===== config.mk =====
export PLATFORM = sky130hd
export DESIGN_NAME = pmc_ctrl
export DESIGN_NICKNAME = d
export VERILOG_FILES = /design/src/pmc_pkg.sv /design/src/pmc_idle_timer.sv /design/src/pmc_ctrl.sv
export VERILOG_INCLUDE_DIRS = /design/src
export SDC_FILE = /design/constraint.sdc
export NUM_CORES = 1
export LEC_CHECK = 0
export CAP_MARGIN = 20
export CORE_ASPECT_RATIO = 1.4
export CORE_MARGIN = 1
export CORE_UTILIZATION = 45
export DETAILED_ROUTE_END_ITERATION = 16
export DONT_BUFFER_PORTS = 1
export PLACE_DENSITY = 0.68
export SLEW_MARGIN = 10
export SYNTH_ARGS = -nofsm -noshare
export SYNTH_HDL_FRONTEND = slang
export SYNTH_HIERARCHICAL = 1
export SYNTH_SLANG_ARGS = --single-unit

===== constraint.sdc =====
create_clock -name pclk -period 2.7 [get_ports pclk]
set_input_delay 0.27 -clock pclk [delete_from_list [all_inputs] [get_ports pclk]]
set_output_delay 0.27 -clock pclk [all_outputs]
set_load 0.1 [all_outputs]

===== src/pmc_defs.svh =====
// Purpose: Offsets, field positions, reset values and timing counts of the power-mode controller.
// Assumes: A 32-bit APB register bus with one aligned word per register.
// Notes: Definitions only.
`ifndef PMC_DEFS_SVH
`define PMC_DEFS_SVH

// Register byte offsets.
`define PMC_OFS_MODE 8'h00
`define PMC_OFS_PORTG 8'h04
`define PMC_OFS_IRQ 8'h08
`define PMC_OFS_STATUS 8'h0C

// Mode and idle-timer control layout.
`define PMC_MODE_RESET 8'h40
`define PMC_BIT_LOW_OSC_ON 7
`define PMC_BIT_HIGH_OSC_ON 6
`define PMC_BIT_TMR_CLK_SEL 5
`define PMC_BIT_CORE_CLK_SEL 4
`define PMC_WIN_W 3

// Port G control bits.
`define PMC_BIT_HALT_REQ 7
`define PMC_BIT_IDLE_REQ 6

// Interrupt control bits.
`define PMC_BIT_IRQ_EN 0
`define PMC_BIT_PENDING 1

// Legal patterns of the four mode bits.
`define PMC_MODE_HS 4'h4
`define PMC_MODE_HS_DC 4'hC
`define PMC_MODE_DC 4'hE
`define PMC_MODE_DC_LS 4'hF
`define PMC_MODE_LS 4'hB

// Timing: instruction clock is the high-speed clock divided by five.
`define PMC_INSTR_DIV 3'h5
`define PMC_TMR_W 17
`define PMC_STARTUP_LOAD 17'h00100
`define PMC_TAP_BASE 12
`define PMC_TAP_LAST 3'h4

`endif


===== src/pmc_pkg.sv =====
// Purpose: Types shared by the power-mode controller modules.
// Assumes: pmc_defs.svh supplies the widths.
// Notes: State records are packed so that pmc_idle_timer registers one variable and pmc_ctrl one besides wake_cycles.
`include "pmc_defs.svh"

package pmc_pkg;

  // Operating state of the core clock sequencer.
  typedef enum logic [3:0] {
    PMC_RUN  = 4'b0001,
    PMC_HALT = 4'b0010,
    PMC_WAKE = 4'b0100,
    PMC_IDLE = 4'b1000
  } pmc_state_t;

  // All state of the controller.
  typedef struct packed {
    pmc_state_t state;
    logic [7:0] mode_idle_timer_ctrl;
    logic idle_timer_irq_enable;
    logic idle_timer_pending;
    logic halt_pend;
    logic idle_pend;
    logic [2:0] div_cnt;
    logic instr_tick;
    logic self_reset;
    logic [31:0] prdata;
  } pmc_regs_t;

  // All state of the idle timer.
  typedef struct packed {
    logic [`PMC_TMR_W-1:0] cnt;
    logic tap_prev;
    logic tap_toggle;
  } pmc_tmr_t;

endpackage


===== src/pmc_idle_timer.sv =====
// Purpose: Free-running idle timer with window taps and the wake-up start-up load.
// Assumes: tick is a one-cycle enable already gated by clock source and amplitude.
// Notes: The count is not visible to software; it is exported only for sequencing.
`include "pmc_defs.svh"

module pmc_idle_timer (
  input wire logic pclk,
  input wire logic presetn,
  input wire logic tick,
  input wire logic load_startup,
  input wire logic [`PMC_WIN_W-1:0] window_sel,
  output logic [`PMC_TMR_W-1:0] count,
  output logic tap_toggle
);
  import pmc_pkg::*;

  pmc_tmr_t r;
  pmc_tmr_t next_r;

  // five window lengths
  // Window codes above the largest tap fall back to the longest window.
  function automatic logic tap_bit(input logic [`PMC_TMR_W-1:0] c,
                                   input logic [`PMC_WIN_W-1:0] sel);
    logic [`PMC_WIN_W-1:0] idx;
    idx = (sel > `PMC_TAP_LAST) ? `PMC_TAP_LAST : sel;
    return c[`PMC_TAP_BASE + int'(idx)];
  endfunction

  // Next-state logic; a changed window may report one spurious toggle.
  always_comb begin
    next_r = r;
    if (load_startup) begin
      next_r.cnt = `PMC_STARTUP_LOAD;
    end else if (tick) begin
      next_r.cnt = r.cnt - `PMC_TMR_W'(1);
    end
    next_r.tap_prev = tap_bit(r.cnt, window_sel);
    next_r.tap_toggle = tap_bit(r.cnt, window_sel) != r.tap_prev;
  end

  // The counter has no defined value for software; zero is used for determinism.
  always_ff @(posedge pclk or negedge presetn) begin
    if (!presetn) begin
      r <= '0;
    end else begin
      r <= next_r;
    end
  end

  assign count = r.cnt;
  assign tap_toggle = r.tap_toggle;
endmodule


===== src/pmc_ctrl.sv =====
// Purpose: Power-mode controller: clock modes, HALT, IDLE and idle-timer events over APB.
// Assumes: pclk is the high-speed clock; low_tick, wakeup and osc_qualified are synchronous.
// Notes: presetn is the external reset pin; self_reset asks the chip to reset itself.
//
// The address map and the APB register port were chosen for this implementation.
`include "pmc_defs.svh"

module pmc_ctrl (
  input wire logic pclk,
  input wire logic presetn,
  input wire logic psel,
  input wire logic penable,
  input wire logic pwrite,
  input wire logic [7:0] paddr,
  input wire logic [31:0] pwdata,
  output logic [31:0] prdata,
  output logic pready,
  output logic pslverr,
  input wire logic halt_disable,
  input wire logic wakeup,
  input wire logic osc_qualified,
  input wire logic low_tick,
  output logic core_clk_en,
  output logic high_osc_on,
  output logic low_osc_on,
  output logic idle_timer_clk_sel,
  output logic core_clk_sel,
  output logic irq,
  output logic self_reset,
  output pmc_pkg::pmc_state_t power_state
);
  import pmc_pkg::*;

  pmc_regs_t r;
  pmc_regs_t next_r;
  logic tmr_tick;
  logic load_startup;
  logic tap_toggle;
  logic [`PMC_TMR_W-1:0] tmr_count;
  logic acc;
  logic wr;

  // Only the five documented mode patterns keep a core clock alive.
  function automatic logic mode_legal(input logic [3:0] m);
    case (m)
      `PMC_MODE_HS, `PMC_MODE_HS_DC, `PMC_MODE_DC, `PMC_MODE_DC_LS, `PMC_MODE_LS: return 1'b1;
      default: return 1'b0;
    endcase
  endfunction

  function automatic logic mapped(input logic [7:0] a);
    return a == `PMC_OFS_MODE || a == `PMC_OFS_PORTG || a == `PMC_OFS_IRQ ||
           a == `PMC_OFS_STATUS;
  endfunction

  // Read view of the registers at one offset.
  function automatic logic [31:0] read_word(input pmc_regs_t s, input logic [7:0] a);
    logic [31:0] d;
    d = 32'h00000000;
    case (a)
      `PMC_OFS_MODE: d[7:0] = s.mode_idle_timer_ctrl;
      `PMC_OFS_PORTG: begin
        d[`PMC_BIT_HALT_REQ] = s.halt_pend;
        d[`PMC_BIT_IDLE_REQ] = s.idle_pend;
      end
      `PMC_OFS_IRQ: begin
        d[`PMC_BIT_IRQ_EN] = s.idle_timer_irq_enable;
        d[`PMC_BIT_PENDING] = s.idle_timer_pending;
      end
      `PMC_OFS_STATUS: d[3:0] = s.state;
      default: d = 32'h00000000;
    endcase
    return d;
  endfunction

  // APB: one wait-free access phase after the setup cycle that latches read data.
  assign acc = psel && penable;
  assign wr = acc && pwrite;
  assign pready = acc;
  assign pslverr = acc && !mapped(paddr);

  // Timer clock source: the start-up delay always uses qualified instruction ticks.
  always_comb begin
    case (r.state)
      PMC_WAKE: tmr_tick = r.instr_tick && osc_qualified;
      PMC_HALT: tmr_tick = 1'b0;
      default: tmr_tick = r.mode_idle_timer_ctrl[`PMC_BIT_TMR_CLK_SEL] ? low_tick
                                                                       : r.instr_tick;
    endcase
  end

  assign load_startup = (r.state == PMC_HALT) && wakeup;

  pmc_idle_timer pmc_idle_timer_i (
    .pclk(pclk),
    .presetn(presetn),
    .tick(tmr_tick),
    .load_startup(load_startup),
    .window_sel(r.mode_idle_timer_ctrl[`PMC_WIN_W-1:0]),
    .count(tmr_count),
    .tap_toggle(tap_toggle)
  );

  // Next-state logic: divider, register writes, power sequencer, pending flag.
  always_comb begin
    next_r = r;
    next_r.instr_tick = 1'b0;
    next_r.self_reset = 1'b0;
    if (r.div_cnt == `PMC_INSTR_DIV - 3'h1) begin
      next_r.div_cnt = 3'h0;
      next_r.instr_tick = 1'b1;
    end else begin
      next_r.div_cnt = r.div_cnt + 3'h1;
    end
    if (psel && !penable) begin
      next_r.prdata = read_word(r, paddr);
    end
    if (wr && paddr == `PMC_OFS_MODE) begin
      // Bit 3 is reserved and always stored as zero.
      next_r.mode_idle_timer_ctrl = {pwdata[7:4], 1'b0, pwdata[2:0]};
    end
    if (wr && paddr == `PMC_OFS_PORTG) begin
      if (pwdata[`PMC_BIT_HALT_REQ] && !halt_disable) begin
        next_r.halt_pend = 1'b1;
      end
      if (pwdata[`PMC_BIT_IDLE_REQ]) begin
        next_r.idle_pend = 1'b1;
      end
    end
    if (wr && paddr == `PMC_OFS_IRQ) begin
      next_r.idle_timer_irq_enable = pwdata[`PMC_BIT_IRQ_EN];
      if (!pwdata[`PMC_BIT_PENDING]) begin
        next_r.idle_timer_pending = 1'b0;
      end
    end
    case (r.state)
      PMC_RUN: begin
        if (r.halt_pend && r.instr_tick) begin
          next_r.state = PMC_HALT;
          next_r.halt_pend = 1'b0;
          next_r.idle_pend = 1'b0;
        end else if (r.idle_pend && r.instr_tick) begin
          next_r.state = PMC_IDLE;
          next_r.idle_pend = 1'b0;
        end
      end
      PMC_HALT: begin
        if (wakeup) begin
          next_r.state = PMC_WAKE;
        end
      end
      PMC_WAKE: begin
        if (tmr_tick && tmr_count == `PMC_TMR_W'(1)) begin
          next_r.state = PMC_RUN;
        end
      end
      PMC_IDLE: begin
        if (tap_toggle || wakeup) begin
          next_r.state = PMC_RUN;
        end
      end
      default: next_r.state = PMC_RUN;
    endcase
    if (tap_toggle && r.state != PMC_WAKE && r.state != PMC_HALT) begin
      next_r.idle_timer_pending = 1'b1;
    end
    if (!mode_legal(r.mode_idle_timer_ctrl[7:4])) begin
      next_r = '0;
      next_r.state = PMC_RUN;
      next_r.mode_idle_timer_ctrl = `PMC_MODE_RESET;
      next_r.self_reset = 1'b1;
    end
  end

  always_ff @(posedge pclk or negedge presetn) begin
    if (!presetn) begin
      r <= '0;
      r.state <= PMC_RUN;
      r.mode_idle_timer_ctrl <= `PMC_MODE_RESET;
    end else begin
      r <= next_r;
    end
  end

  assign core_clk_en = r.state == PMC_RUN;
  assign high_osc_on = r.mode_idle_timer_ctrl[`PMC_BIT_HIGH_OSC_ON] && r.state != PMC_HALT;
  assign low_osc_on = r.mode_idle_timer_ctrl[`PMC_BIT_LOW_OSC_ON];
  assign idle_timer_clk_sel = r.mode_idle_timer_ctrl[`PMC_BIT_TMR_CLK_SEL];
  assign core_clk_sel = r.mode_idle_timer_ctrl[`PMC_BIT_CORE_CLK_SEL];
  assign irq = r.idle_timer_pending && r.idle_timer_irq_enable;
  assign self_reset = r.self_reset;
  assign power_state = r.state;
  assign prdata = r.prdata;

  // Cycles spent in the start-up delay, for checking its length.
  logic [11:0] wake_cycles;
  always_ff @(posedge pclk or negedge presetn) begin
    if (!presetn) begin
      wake_cycles <= 12'h000;
    end else if (r.state == PMC_WAKE) begin
      wake_cycles <= wake_cycles + 12'h001;
    end else begin
      wake_cycles <= 12'h000;
    end
  end
endmodule


Word-level counts from Yosys, hierarchy flattened
Cells that the tools add are included.
- multiplexer cells: 34
- eq/ne operators: 26
- $mul: 0
- $add $sub $neg: 3
- magnitude comparators: 2
- bitwise gates (word level): 0
- shift operators: 0
- divide/modulo/power cells: 0
- reduce and logical (&&, ||, !) cells: 29
- operators by type and width (cell ; number):
    $mux W53 ; 1
    $mux W17 ; 2
    $lt A32 B7 Y1 const B ; 1
    $mux W32 ; 1
    $eq A4 B4 Y1 const B ; 5
    $mux W4 ; 5
    $eq A17 B1 Y1 const B ; 1
    $logic_and A1 B1 Y1 ; 17
    $sub A17 B1 Y17 const B ; 1
    $eq A8 B4 Y1 const B ; 2
    $pmux W4 S4 ; 1
    $ne A3 B3 Y1 const B ; 5
    $mux W1 ; 12
    $eq A4 B3 Y1 const B ; 2
    $eq A8 B3 Y1 const B ; 1
    $logic_not A8 Y1 ; 1
    $mux W2 ; 4
    $mux W8 ; 1
    $pmux W2 S2 ; 2
    $mux W3 ; 2
    $ne A2 B2 Y1 const B ; 3
    $pmux W2 S3 ; 1
    $add A4 B3 Y5 const A ; 1
    $bmux W1 S5 ; 1
    other kinds (16) ; 21
- memories kept: 0
- bits in writable memories: 0
- register bits: 72
- output and inout port bits: 45
- latch bits: 0
- input port bits: 49
- word-level logic and storage cells: 107
- bits in read-only memories: 0

Depth between registers and ports, before layout
- word-level depth: 8
- depth in mapped cells: 8
- mapped depth without buffers: 8

Modules after synthesis
Netlist, hierarchy kept.
- by module, submodules not included (module ; area an instance (µm²) ; instances ; seq. area each (µm²) ; cells an instance):
    pmc_ctrl ; 1786.7 ; 1 ; 703.2 ; 197
    pmc_idle_timer ; 1086.0 ; 1 ; 475.5 ; 108

Worst setup path after synthesis
Ideal clock, no wire load.
- path kind: reg2reg
- start point: register r (netlist bit power_state[0])
- end point: register r (netlist bit power_state[3])
- clock period less this slack: 4.777 ns
- data required time: 2.564 ns
- arrival time: 4.641 ns
- path buffers: 0
- setup slack: -2.077 ns
- cell stages (with the launch flop): 6
- library setup time: 0.136 ns
- path through: dfstp_2 nor4b_1 nand2b_1 nand2b_1 or3_1 a21oi_1
- elaborated cells between the ends (all ways): 13
- those cells by class: eq/ne: 8; mux: 3; reduce/logical: 2
- RTL lines (what ; line ; source):
    start: declaration ; pmc_ctrl.sv:34 ; pmc_regs_t r;
    start signal: assignment ; pmc_ctrl.sv:181 ; r <= next_r;
    $eq A4 B1 Y1 (*) ; n/a ;
    net core_clk_en ; pmc_ctrl.sv:23 ; output logic core_clk_en,
    $ne A4 B4 Y1 (no source line) or $pmux W4 S4 (tied branches) ; n/a ;
    $reduce_and A4 Y1 (no source line) or $mux W53 (tied branches) ; n/a ;
Mark *: on every way through the listed nets, which the timed path passes. The rest lies on a longest branch.
A chain may end at the register's enable or synchronous reset.

Worst setup path after layout
- start point: register r (netlist bit power_state[3])
- end point: register pmc_idle_timer_i.r (netlist bit pmc_idle_timer_i/count[16])
- cells in the longest elaborated chain, start to end: 3
- elaborated cells between the ends (all ways): 6
- those cells by class: eq/ne: 2; mux: 2; reduce/logical: 2
- ends and longest elaborated chain (what ; line ; source):
    $eq A4 B2 Y1 or $eq A4 B3 Y1 (tied branches) ; pmc_ctrl.sv:84 ; case (r.state)
    $pmux W1 S2 (*) ; pmc_ctrl.sv:84 ;
    net tmr_tick ; pmc_ctrl.sv:36 ; logic tmr_tick;
    $reduce_bool A2 Y1 (no source line) (*) ; n/a ;
    end signal: assignment ; pmc_idle_timer.sv:46 ; r <= next_r;
    end: declaration ; pmc_idle_timer.sv:17 ; pmc_tmr_t r;
Marks and branches as above.

==> results.cfg <==
[status]
status = finished, final reports clean

[sta]
rsz0062_at_grt = no
slew_viol_final = 0
final_hold_viol_count = 0
maxSlewHeadroom_pct = 35.2
worst_pin_slew_ns = 0.979
fin_crit_ns = 2.46
setup_tns_ns = 0
finalSetupViolations = 0
post-route-period-util_pct = 91.2
skew_ns = 0.0118
fmax_ghz = 0.406

[floorplanning]
io_pins = 94
start_util_pct = 46.6
rows = 34
fp.dieW_um = 69.5
coreArea_mm2 = 0.00617
die_y_um = 96.5
die_area_mm2 = 0.00671

[placement]
place_congestion = 0.777
numPortBuffers = 0
place_hpwl_mm = 4.17

[logic_synthesis]
ys_top_cells_by_area = dfrtp_1 39%, buf_4 14%, a21oi_1 3.8%
synthesis.area_mm2 = 0.00287
synth.top_cell.area_share_pct = 39.2
async_reset_ff_share_pct = 100
synth-edff-count = 0
ys_seq_area_share_pct = 41.0
ys.flop_type = dfrtp_1
ys_types = 53
synth_warnings = 6
ys_ff_latch = 47
synth_top_cell_by_area = dfrtp_1
postSynthCellCount = 305
syn_avg_cell_area_um2 = 9.42

[clocking]
cts-buffers-inserted = 5
root_buffer = clkbuf_8
cts_tree = done
clkSinkCount = 47
clk_pin_slew_ns = 0.09
htree_num_levels = 2
cts_setup_buffers = 0
cts.path.max_buffers = 2
insertion_delay_ns = 0.30

[critical_path]
worst-path-buf-inv = 0
crit_arrival_ns = 2.69
critPathKind = reg -> reg
path_max_fanout = 7
start_kind = flip-flop
required_ns = 2.93
end_kind = flip-flop
crit_family = simple AND/OR/NAND/NOR gates
critical_path.max_stage_delay_ns = 0.45
path_cells = nor4b_1, nand2_1, o31ai_1, a32o_1, nand2_1, or3_1, or3_1, a21oi_1
slowest_stage = dfrtp_1

[cells_and_area]
final_common_cell = dfrtp_1
drive_gt1_share_pct = 14.1
antenna_cells = 0
fillers = 606
final_cell_mix = 45 x dfrtp_1, 24 x conb_1, 22 x a21oi_1, 22 x nand2_1, 19 x nor2_1
final_nets = 342
area_growth_pct = 0.174
fin_util_pct = 46.7

[routing]
vias_per_cell = 5.58
num_vias = 2025
routedWlPerCell_um = 15.7
drt-initial-drc-count = 97
postRouteAntennaNets = 0
routed_wl_mm = 5.71
drc_errors = 0
drt_first_pass_iters = 4

[power_and_ir_drop]
leakage_nw = 1.24
ir_drop_v = 0.000297
power_density_mw_per_mm2 = 783

[grt]
grt_util_all_layers_pct = 17.9
grt_max_degree = 48
grt_first_pass_wirelength_mm = 9.34
antenna_found_initial = 0
first_global_vias = 2003
grt-ovfl-total = 0

[hold_path]
min_path_type = in -> reg

[run]
maxCapViolCount = 0
-- worst paths after layout --
| check | start | end | slack (ns) | depth (start not counted) |
|---|---|---|---|---|
| min in group asynchronous | presetn | r[33] | 0.49 | 2 |
| worst min register to register | pmc_idle_timer_i/r[1] | pmc_idle_timer_i/tap_toggle | 0.46 | 1 |
| worst max register to register | power_state[3] | pmc_idle_timer_i/count[16] | 0.24 | 8 |
| worst max-delay path | power_state[3] | pmc_idle_timer_i/count[16] | 0.24 | 8 |
| max in group asynchronous | presetn | power_state[0] | 1.94 | 2 |
| worst min-delay path | paddr[2] | prdata[4] | 0.06 | 1 |
-- through the flow --
step | hold WS (ns) | power [W] | setup slack, ns | area (µm²) | cells
final | 0.0623 | 0.00225 | 0.237 | 2880 | 363
after global routing | 0.0557 | 0.00237 | 0.0603 | 2880 | 363
after CTS | 0.0552 | 0.00228 | 0.237 | 2880 | 363
after detailed placement | -0.0246 | 0.00173 | 0.262 | 2730 | 353
after global placement | -0.0245 | 0.00171 | 0.309 | 2730 | 353
after floorplan | -0.0256 | 0.00172 | 0.317 | 2970 | 328
-- synthesized netlist by cell type (all sizes together) (2+ instances only) --
master / count
dfrtp: 45
nor4: 7
nor2: 19
nand4: 4
mux2: 5
a211oi: 3
a21oi: 22
nand2: 22
mux2i: 3
or3: 6
a22o: 3
o21a: 2
and3: 3
nand3: 17
ha: 3
o41ai: 2
dfstp: 2
clkbuf: 5
buf: 56
or4: 7
o31ai: 5
nor4b: 4
xnor2: 4
a41oi: 2
nand2b: 5
nor3: 6
xor2: 5
o21ai: 8
inv: 6
nor2b: 3
and2: 7
-- layout make-up --
cell class / instances / area (µm²) / area share (%)
Clock buffer: 7 / 76.3 / 2.65
Clock inverter: 1 / 30.0 / 1.04
Inverter: 6 / 22.5 / 0.783
Multi-Input combinational cell: 213 / 1330 / 46.2
Sequential cell: 47 / 1180 / 41.0
Tap cell: 72 / 90.1 / 3.13
Timing Repair Buffer: 17 / 150 / 5.22
-- state kept, by name, indices dropped and copies added (netlist names) --
name	count
prdata	8
core_clk_sel	1
pmc_idle_timer_i/tap_toggle	1
pmc_idle_timer_i/count	17
r	12
power_state	4
pmc_idle_timer_i/r	1
self_reset	1
low_osc_on	1
idle_timer_clk_sel	1
-- power breakdown --
part	internal (W)	leakage (nW)	switching, W	total (W)
combinational	0.000215	0.594	0.000559	0.000775
clock	0.000277	0.0524	0.000237	0.000514
sequential	0.000818	0.593	0.000147	0.000965
-- layer usage --
layer | part of all wire (%) | global-route usage [%]
met3 | 4.9 | 3.32
met4 | 1.4 | 7.31
met5 | 0 | 0
met2 | 55 | 34.9
met1 | 39 | 18.9
-- cell families (layout without fill, tap and decap cells) --
family / after synthesis / count (layout) / synth area share [%]
buf+inv: 68 / 31 / 16.3
xor+xnor: 9 / 9 / 2.74
flops: 47 / 47 / 41.0
fa+ha+maj: 3 / 3 / 1.31
compound gates: 52 / 52 / 11.6
other cells: 1 / 24 / 0.131
simple gates: 116 / 116 / 23.1
mux: 9 / 9 / 3.79
-- worst register-to-register path, cell delays in order (launching register included) --
cell,delay (ns)
dfrtp_1,0.45
nor4b_1,0.42
nand2_1,0.10
o31ai_1,0.08
a32o_1,0.33
nand2_1,0.18
or3_1,0.34
or3_1,0.33
a21oi_1,0.17
-- what timing repair did --
item                      CTS  global route
hold buffers                2             0
resized for setup           0             0
hold endpoints to repair   47             0
(Power assumes the default switching activity.)
